File: src/design/pcisf_regs.svh
`ifndef PCISF_REGS_SVH
`define PCISF_REGS_SVH
// Summary of operation
// - writing one clears a flag, zero leaves it, reads have no side effects
// - bit 15 sets on any detected address or data parity error
// - bit 14 sets when system error is enabled and actually signaled
// - bit 13 sets when our initiated cycle ends in master abort
// - bit 12 sets when our initiated cycle gets a target abort
// - bit 11 sets when we, as target, issue a target abort
// - bits 10 to 9 read the constant medium select timing code 01b
// - bit 8 sets on master data parity error with error line and response enabled
// - bit 7, fast back-to-back capable, always reads zero
// - bit 6, user feature support, reads zero and ignores writes
// - bit 5, high speed capable, reads zero since bus clock is 33 MHz
// - bit 4 always reads one, capability list is present
// - bits 3 to 0 are reserved, read zero and ignore writes
// - address parity reported on system error only with both enables set
// - data parity drives the parity error line, address parity the system error line

`define PCISF_STATUS_OFFSET   8'h06
`define PCISF_STATUS_RESET    16'h0210
`define PCISF_BIT_DET_PAR     15
`define PCISF_BIT_SIG_SERR    14
`define PCISF_BIT_RCV_MABT    13
`define PCISF_BIT_RCV_TABT    12
`define PCISF_BIT_SIG_TABT    11
`define PCISF_SEL_TIMING_HI   10
`define PCISF_SEL_TIMING_LO   9
`define PCISF_SEL_TIMING_CODE 2'b01
`define PCISF_BIT_MST_DPAR    8
`define PCISF_BIT_B2B_CAP     7
`define PCISF_BIT_USER_FEAT   6
`define PCISF_BIT_HS_CAP      5
`define PCISF_BIT_CAP_LIST    4
`define PCISF_RSVD_HI         3
`define PCISF_RSVD_LO         0
`define PCISF_NUM_FLAGS       6
`define PCISF_DRIVE_CYCLES    4'h1
`endif

File: src/design/pcisf_pkg.sv
package pcisf_pkg;
  typedef logic [15:0] pcisf_word_t;
  typedef logic [5:0]  pcisf_flags_t;
  typedef enum logic [1:0] {
    ACC_IDLE,
    ACC_RESP
  } pcisf_acc_state_t;

  // expand two byte enables to a 16-bit lane mask
  function automatic pcisf_word_t pcisf_lane_mask(input logic [1:0] be);
    pcisf_lane_mask = {{8{be[1]}}, {8{be[0]}}};
  endfunction
endpackage

File: src/design/pcisf_sync2.sv
module pcisf_sync2 #(
  parameter int WIDTH = 1
) (
  input  wire logic             mclk_i,
  input  wire logic             reset_n_i,
  input  wire logic [WIDTH-1:0] async_i,
  input  wire logic [WIDTH-1:0] reset_val_i,
  output logic      [WIDTH-1:0] sync_o
);
  logic [WIDTH-1:0] meta_q;
  logic [WIDTH-1:0] sync_q;

  if (WIDTH < 1) begin : g_width_check
    $error("pcisf_sync2: WIDTH must be at least 1");
  end

  // second flop alone reads the first
  always_ff @(posedge mclk_i) begin
    if (!reset_n_i) begin
      meta_q <= reset_val_i;
      sync_q <= reset_val_i;
    end else begin
      meta_q <= async_i;
      sync_q <= meta_q;
    end
  end

  assign sync_o = sync_q;
endmodule // pcisf_sync2

File: src/design/pcisf_flag.sv
module pcisf_flag (
  input  wire logic mclk_i,
  input  wire logic reset_n_i,
  input  wire logic set_i,
  input  wire logic clr_i,
  output logic      flag_o
);
  logic flag_q;
  logic flag_d;

  // set beats clear one clears, otherwise hold
  assign flag_d = set_i | (flag_q & ~clr_i);

  always_ff @(posedge mclk_i) begin
    if (!reset_n_i) begin
      flag_q <= 1'b0;
    end else begin
      flag_q <= flag_d;
    end
  end

  assign flag_o = flag_q;
endmodule // pcisf_flag

File: src/design/pcisf_status_top.sv
`include "pcisf_regs.svh"

module pcisf_status_top
  import pcisf_pkg::*;
(
  input  wire logic        mclk_i,
  input  wire logic        reset_n_i,
  // configuration access port
  input  wire logic        cfg_req_i,
  input  wire logic        cfg_wr_i,
  input  wire logic [7:0]  cfg_offset_i,
  input  wire logic [1:0]  cfg_be_i,
  input  wire logic [15:0] cfg_wdata_i,
  output logic             cfg_ack_o,
  output logic             cfg_hit_o,
  output logic      [15:0] cfg_rdata_o,
  // command register enables
  input  wire logic        system_error_enable_i,
  input  wire logic        parity_response_enable_i,
  // events from target and initiator logic
  input  wire logic        addr_parity_err_i,
  input  wire logic        data_parity_err_i,
  input  wire logic        master_busy_i,
  input  wire logic        master_abort_i,
  input  wire logic        target_abort_rcvd_i,
  input  wire logic        target_abort_sent_i,
  // parity error pin, driven low only, released without driving high
  input  wire logic        perr_n_i,
  output logic             perr_n_o,
  output logic             perr_oe_o,
  // system error pin, open drain
  output logic             serr_n_o,
  output logic             serr_oe_o,
  // live status word
  output logic      [15:0] status_o
);

  // ---------------------------------------------------------------
  // pin input synchroniser
  // ---------------------------------------------------------------
  logic perr_n_sync;

  pcisf_sync2 #(
    .WIDTH (1)
  ) u_perr_sync (
    .mclk_i      (mclk_i),
    .reset_n_i   (reset_n_i),
    .async_i     (perr_n_i),
    .reset_val_i (1'b1),
    .sync_o      (perr_n_sync)
  );

  wire perr_seen_on_pin = ~perr_n_sync;

  // ---------------------------------------------------------------
  // error line drive
  // ---------------------------------------------------------------
  logic perr_drive_q;
  logic perr_drive_d;
  logic serr_drive_q;
  logic serr_drive_d;

  // data parity goes out on the parity error line
  wire perr_request = data_parity_err_i & parity_response_enable_i;
  // address parity needs both enables before system error
  wire serr_request = addr_parity_err_i
                    & system_error_enable_i
                    & parity_response_enable_i;

  assign perr_drive_d = perr_request;
  assign serr_drive_d = serr_request;

  always_ff @(posedge mclk_i) begin
    if (!reset_n_i) begin
      perr_drive_q <= 1'b0;
      serr_drive_q <= 1'b0;
    end else begin
      perr_drive_q <= perr_drive_d;
      serr_drive_q <= serr_drive_d;
    end
  end

  // parity error line: driven low when enabled, never driven high, idle is left to bus
  assign perr_n_o  = ~perr_drive_q;
  assign perr_oe_o = perr_drive_q;
  // system error line: low only while driven
  assign serr_n_o  = 1'b0;
  assign serr_oe_o = serr_drive_q;

  // ---------------------------------------------------------------
  // flag set conditions
  // ---------------------------------------------------------------
  wire set_det_par  = addr_parity_err_i | data_parity_err_i;
  wire set_sig_serr = serr_drive_q & system_error_enable_i;
  wire set_rcv_mabt = master_abort_i;
  wire set_rcv_tabt = target_abort_rcvd_i;
  wire set_sig_tabt = target_abort_sent_i;

  // our own drive or another agent's, seen while we are master
  wire perr_any     = perr_drive_q | perr_seen_on_pin;
  wire set_mst_dpar = perr_any & master_busy_i
                    & parity_response_enable_i;

  // ---------------------------------------------------------------
  // configuration access decode
  // ---------------------------------------------------------------
  pcisf_acc_state_t acc_state_q;
  pcisf_acc_state_t acc_state_d;
  logic             hit_q;
  logic             hit_d;
  logic [15:0]      rdata_q;
  logic [15:0]      rdata_d;

  wire req_taken    = cfg_req_i & (acc_state_q == ACC_IDLE);
  // 16-bit register at a halfword offset; low address bit ignored
  wire offset_hit   = cfg_offset_i[7:1] == 7'(`PCISF_STATUS_OFFSET >> 1);
  wire status_write = req_taken & cfg_wr_i & offset_hit;
  wire status_read  = req_taken & ~cfg_wr_i & offset_hit;

  // one bits on enabled lanes clear flags
  wire [15:0] clear_mask = cfg_wdata_i & pcisf_lane_mask(cfg_be_i)
                         & {16{status_write}};

  // ---------------------------------------------------------------
  // sticky flags
  // ---------------------------------------------------------------
  pcisf_flags_t flag_set;
  pcisf_flags_t flag_clr;
  pcisf_flags_t flag_val;

  assign flag_set = {set_det_par, set_sig_serr, set_rcv_mabt,
                     set_rcv_tabt, set_sig_tabt, set_mst_dpar};
  assign flag_clr = {clear_mask[`PCISF_BIT_DET_PAR],
                     clear_mask[`PCISF_BIT_SIG_SERR],
                     clear_mask[`PCISF_BIT_RCV_MABT],
                     clear_mask[`PCISF_BIT_RCV_TABT],
                     clear_mask[`PCISF_BIT_SIG_TABT],
                     clear_mask[`PCISF_BIT_MST_DPAR]};

  // each cell lets a same-cycle set win over the clear
  for (genvar i = 0; i < `PCISF_NUM_FLAGS; i++) begin : g_flag
    pcisf_flag u_flag (
      .mclk_i    (mclk_i),
      .reset_n_i (reset_n_i),
      .set_i     (flag_set[i]),
      .clr_i     (flag_clr[i]),
      .flag_o    (flag_val[i])
    );
  end

  wire detected_parity_flag        = flag_val[5];
  wire signaled_system_error_flag  = flag_val[4];
  wire received_master_abort_flag  = flag_val[3];
  wire received_target_abort_flag  = flag_val[2];
  wire signaled_target_abort_flag  = flag_val[1];
  wire master_data_parity_flag     = flag_val[0];

  // ---------------------------------------------------------------
  // hardwired fields
  // ---------------------------------------------------------------
  wire [1:0] select_timing           = `PCISF_SEL_TIMING_CODE;
  wire       back_to_back_capable    = 1'b0;
  wire       user_feature_support    = 1'b0;
  wire       high_speed_capable      = 1'b0;
  wire       capability_list_present = 1'b1;
  wire [3:0] reserved_low            = 4'h0;

  // ---------------------------------------------------------------
  // status word assembly
  // ---------------------------------------------------------------
  wire [15:0] status_word = {
    detected_parity_flag,
    signaled_system_error_flag,
    received_master_abort_flag,
    received_target_abort_flag,
    signaled_target_abort_flag,
    select_timing,
    master_data_parity_flag,
    back_to_back_capable,
    user_feature_support,
    high_speed_capable,
    capability_list_present,
    reserved_low
  };

  // ---------------------------------------------------------------
  // access state machine: request taken in idle, answer next cycle
  // ---------------------------------------------------------------
  always_comb begin
    acc_state_d = acc_state_q;
    hit_d       = hit_q;
    rdata_d     = rdata_q;
    case (acc_state_q)
      ACC_IDLE: begin
        if (req_taken) begin
          acc_state_d = ACC_RESP;
          hit_d       = offset_hit;
          // reads carry no side effect
          rdata_d     = status_read ? status_word : 16'h0000;
        end
      end
      ACC_RESP: begin
        acc_state_d = ACC_IDLE;
      end
      default: begin
        acc_state_d = ACC_IDLE;
      end
    endcase
  end

  always_ff @(posedge mclk_i) begin
    if (!reset_n_i) begin
      acc_state_q <= ACC_IDLE;
      hit_q       <= 1'b0;
      rdata_q     <= 16'h0000;
    end else begin
      acc_state_q <= acc_state_d;
      hit_q       <= hit_d;
      rdata_q     <= rdata_d;
    end
  end

  assign cfg_ack_o   = (acc_state_q == ACC_RESP);
  assign cfg_hit_o   = hit_q;
  assign cfg_rdata_o = rdata_q;
  assign status_o    = status_word;

endmodule // pcisf_status_top

File: config.mk
export PLATFORM = sky130hd
export DESIGN_NAME = pcisf_status_top
export DESIGN_NICKNAME = d
export VERILOG_FILES = /design/src/design/pcisf_pkg.sv /design/src/design/pcisf_sync2.sv /design/src/design/pcisf_flag.sv /design/src/design/pcisf_status_top.sv
export VERILOG_INCLUDE_DIRS = /design/src /design/src/design
export SDC_FILE = /design/constraint.sdc
export NUM_CORES = 1
export LEC_CHECK = 0
export ABC_AREA = 1
export BUFFER_PORTS_ARGS = -buffer_cell sky130_fd_sc_hd__buf_2
export CAP_MARGIN = 40
export CORE_ASPECT_RATIO = 0.7
export CORE_MARGIN = 2
export CORE_UTILIZATION = 40
export CTS_BUF_LIST = sky130_fd_sc_hd__clkbuf_2
export DETAILED_ROUTE_END_ITERATION = 10
export PLACE_DENSITY = 0.91
export SYNTH_ARGS = -nofsm -noshare
export SYNTH_HDL_FRONTEND = slang
export SYNTH_SLANG_ARGS = --single-unit
File: constraint.sdc
create_clock -name mclk_i -period 1.2 [get_ports mclk_i]
set_input_delay 0.12 -clock mclk_i [delete_from_list [all_inputs] [get_ports mclk_i]]
set_output_delay 0.12 -clock mclk_i [all_outputs]
set_load 0.02 [all_outputs]
==> summary.txt <==
Timing
  • Final Max Slew Viols: 0
  • Post-route setup TNS: 0 ps
  • Fmax: 930 MHz
  • Hold slack: 15.6 ps
  • Part of the cycle the worst path needs: 0.896
  • RSZ-0062 raised after global routing: no
  • Fin Clk Skew: 3.36 ps
  • Tmin final: 1080 ps
  • Final WS setup: 125 ps
  • Fin. Hold Viols: 0
  • Setup violations, final: 0

Power
  • Net Sw Frac: 0.311
  • Logic pwr share: 0.193
  • P_sw: 0.000361 W
  • P_leak: 0.643 nW
  • Power per cell area: 992 mW/mm^2
  • Peak supply drop: 0.503 mV
  • Clock share of power: 0.237
  • P_int: 0.000801 W
  • Flop pwr share: 0.570

Routing
  • Max layer used: met3
  • Routed wl met3: 162 um
  • DR iter-0 viols: 23
  • Post-route ant nets: 0
  • Routed len/inst: 9.15 um
  • Pre-antenna DRT Iters: 4
  • Vias: 854
  • Met1 wire length: 839 um
  • Via density: 4.09
  • Final wirelength: 1910 um
  • Residual DRC count: 0
  • Met2 WL post-DR: 911 um

Floorplan
  • Row cnt: 15
  • Die W: 63.6 um
  • Core Region: 0.00242 mm^2
  • Initial core utilization: 0.411
  • I/O pins: 77
  • Die Area: 0.00291 mm^2
  • Die height: 45.8 um

Critical path
  • CP Cell Sequence: inv_1, nand2_4, nor2_4, nand2_1, nor2_1, o21ai_0
  • Startpoint types: flop
  • Worst path slowest cell: dfxtp_1
  • Reg2reg setup slack: 120 ps
  • Crit end category: flop
  • Crit-path max FO: 6
  • Worst EP required: 1420 ps
  • CP peak stage delay: 340 ps
  • Critical Setup Path Class: flop to flop
  • Worst path arrival time: 1300 ps

Clock tree
  • Root buffer cell: clkbuf_2
  • Post-CTS setup buffers: 0
  • CTS tree: yes
  • H-tree depth: 1
  • CTS Sinks: 19
  • TritonCTS Buffers: 3
  • Buffer levels on the longest clock path: 2
  • Clk_lat worst skew: 310 ps
  • Clock slew at reported path FFs: 180 ps

Global routing
  • First-pass GRT wire length: 2890 um
  • Vias in the first global route: 706
  • Largest net degree at the start of global routing: 17
  • Grt ovf: 0
  • Total GRT Usage: 0.131
  • Initial antenna violation count: 0

Logic synthesis
  • Synth cell count leaders: nand2_1, buf_4, dfxtp_1
  • Yosys cell types: 16
  • EDFF count, synth: 0
  • Most common cell in the netlist: nand2_1
  • Post-synth top area share: 0.382
  • Main synth FF type: dfxtp_1
  • Leading area contributor after synthesis: dfxtp_1
  • Synth Area per Inst: 7.43 um^2
  • FF+latch count, synth: 19
  • Sequential fraction of the synthesis area: 0.382
  • Mapped Area: 996 um^2
  • Cell count after synthesis: 134
  • Synth area leaders: dfxtp_1, buf_4, nand2_1
  • Post-synth ARST share: 0
  • Synth warn: 0

Flow run
  • Max_cap viols: 0

Final layout
  • Register Area: 380 um^2
  • Cell Count, Final, Fillers Out: 209
  • FILL cells: 257
  • Share of layout cells above drive strength 1: 0.320
  • Antenna Cells: 0
  • Multi-input logic area: 409 um^2
  • Area Overhead vs Synth: 17.6%
  • Nets: 215

Placed design
  • Setup slack at placement: 67.3 ps
  • GPL Wtd Cong: 0.717
  • Hpwl dp: 1520 um
  • Inst Count DP: 202
  • PortBufs: 45

Outcome
  • Status: finished, final reports clean

Min path
  • Class of the worst hold path: input port to flop
==> final cells by class <==
cell class / instances / area share
inverters: 15 / 0.0481
repair buffers: 49 / 0.224
multi-input cells: 88 / 0.349
clock inverters: 1 / 0.00427
flip-flops and latches: 19 / 0.325
well taps: 34 / 0.0363
clock buffers: 3 / 0.0128
==> metrics by stage <==
stage                     utilization  power [W]  instance area [um^2]
after floorplan                     -   0.000876                  1060
after global placement          0.461   0.000885                  1120
final                           0.484    0.00116                  1170
after CTS                       0.482    0.00117                  1170
after global routing            0.484    0.00122                  1170
after detailed placement        0.461   0.000890                  1120
==> critical path: cells and delay by family, from the launching register on <==
family | cells | cell delay (ps)
simple gates | 4 | 460
flops | 1 | 340
compound gates | 1 | 90
buf+inv | 1 | 100
==> cells by family (layout without fill, tap and decap cells) <==
kind of cell / count (synthesis) / in the layout / share of synthesized area
DFF: 19 / 19 / 0.382
buffers and inverters: 44 / 68 / 0.276
and+or+nand+nor: 55 / 55 / 0.264
AOI/OAI and AO/OA: 14 / 14 / 0.0703
other: 2 / 19 / 0.00754
==> metal layers <==
layer / vias to the layer above / track usage
met5: - / 0
met4: 0 / 0.0130
met3: 0 / 0.0545
met2: 34 / 0.234
met1: 372 / 0.156
li1: 448 / -
==> state kept, by name, summed over array words and instances, names as in the netlist <==
name / cells
perr_oe_o: 1
u_perr_sync.sync_o: 1
cfg_rdata_o: 7
u_perr_sync.meta_q: 1
acc_state_q: 1
cfg_hit_o: 1
serr_oe_o: 1
g_flag.u_flag.flag_o: 6
==> what timing repair did <==
item | 4_1_cts | 5_1_grt
hold buffers | 3 | 0
hold endpoints to repair | 3 | 0
resized for setup | 0 | 1
endpoints found under the setup margin | 0 | 1
==> power groups by stage <==
stage | combinational [W] | sequential [W] | clock [W]
floorplan | 0.000198 | 0.000678 | 0
global placement | 0.000211 | 0.000674 | 0
detailed placement | 0.000215 | 0.000675 | 0
CTS | 0.000223 | 0.000662 | 0.000288
global route | 0.000248 | 0.000665 | 0.000306
finish | 0.000224 | 0.000662 | 0.000276
==> final timing paths <==
check	depth (start not counted)	end	from
max	6	g_flag[0].u_flag.flag_o$_SDFF_PN0_	acc_state_q[0]$_SDFFE_PN0N_
min	3	g_flag[2].u_flag.flag_o$_SDFF_PN0_	target_abort_rcvd_i
max reg2reg	6	g_flag[0].u_flag.flag_o$_SDFF_PN0_	acc_state_q[0]$_SDFFE_PN0N_
min reg2reg	1	u_perr_sync.sync_o$_SDFF_PN1_	u_perr_sync.meta_q$_SDFF_PN1_
==> cell usage in the layout (no fill, tap or decap) <==
cell type,instances
a21oi_1,13
buf_2,45
buf_4,1
clkbuf_2,3
clkinv_2,1
conb_1,19
dfxtp_1,19
dlygate4sd3_1,3
inv_1,15
nand2_1,29
nand2_4,1
nand3_1,12
nand4_1,1
nor2_1,7
nor2_4,2
nor2_8,1
o21ai_0,1
or2_2,2
Note: power is estimated with default switching activity, not from simulation.
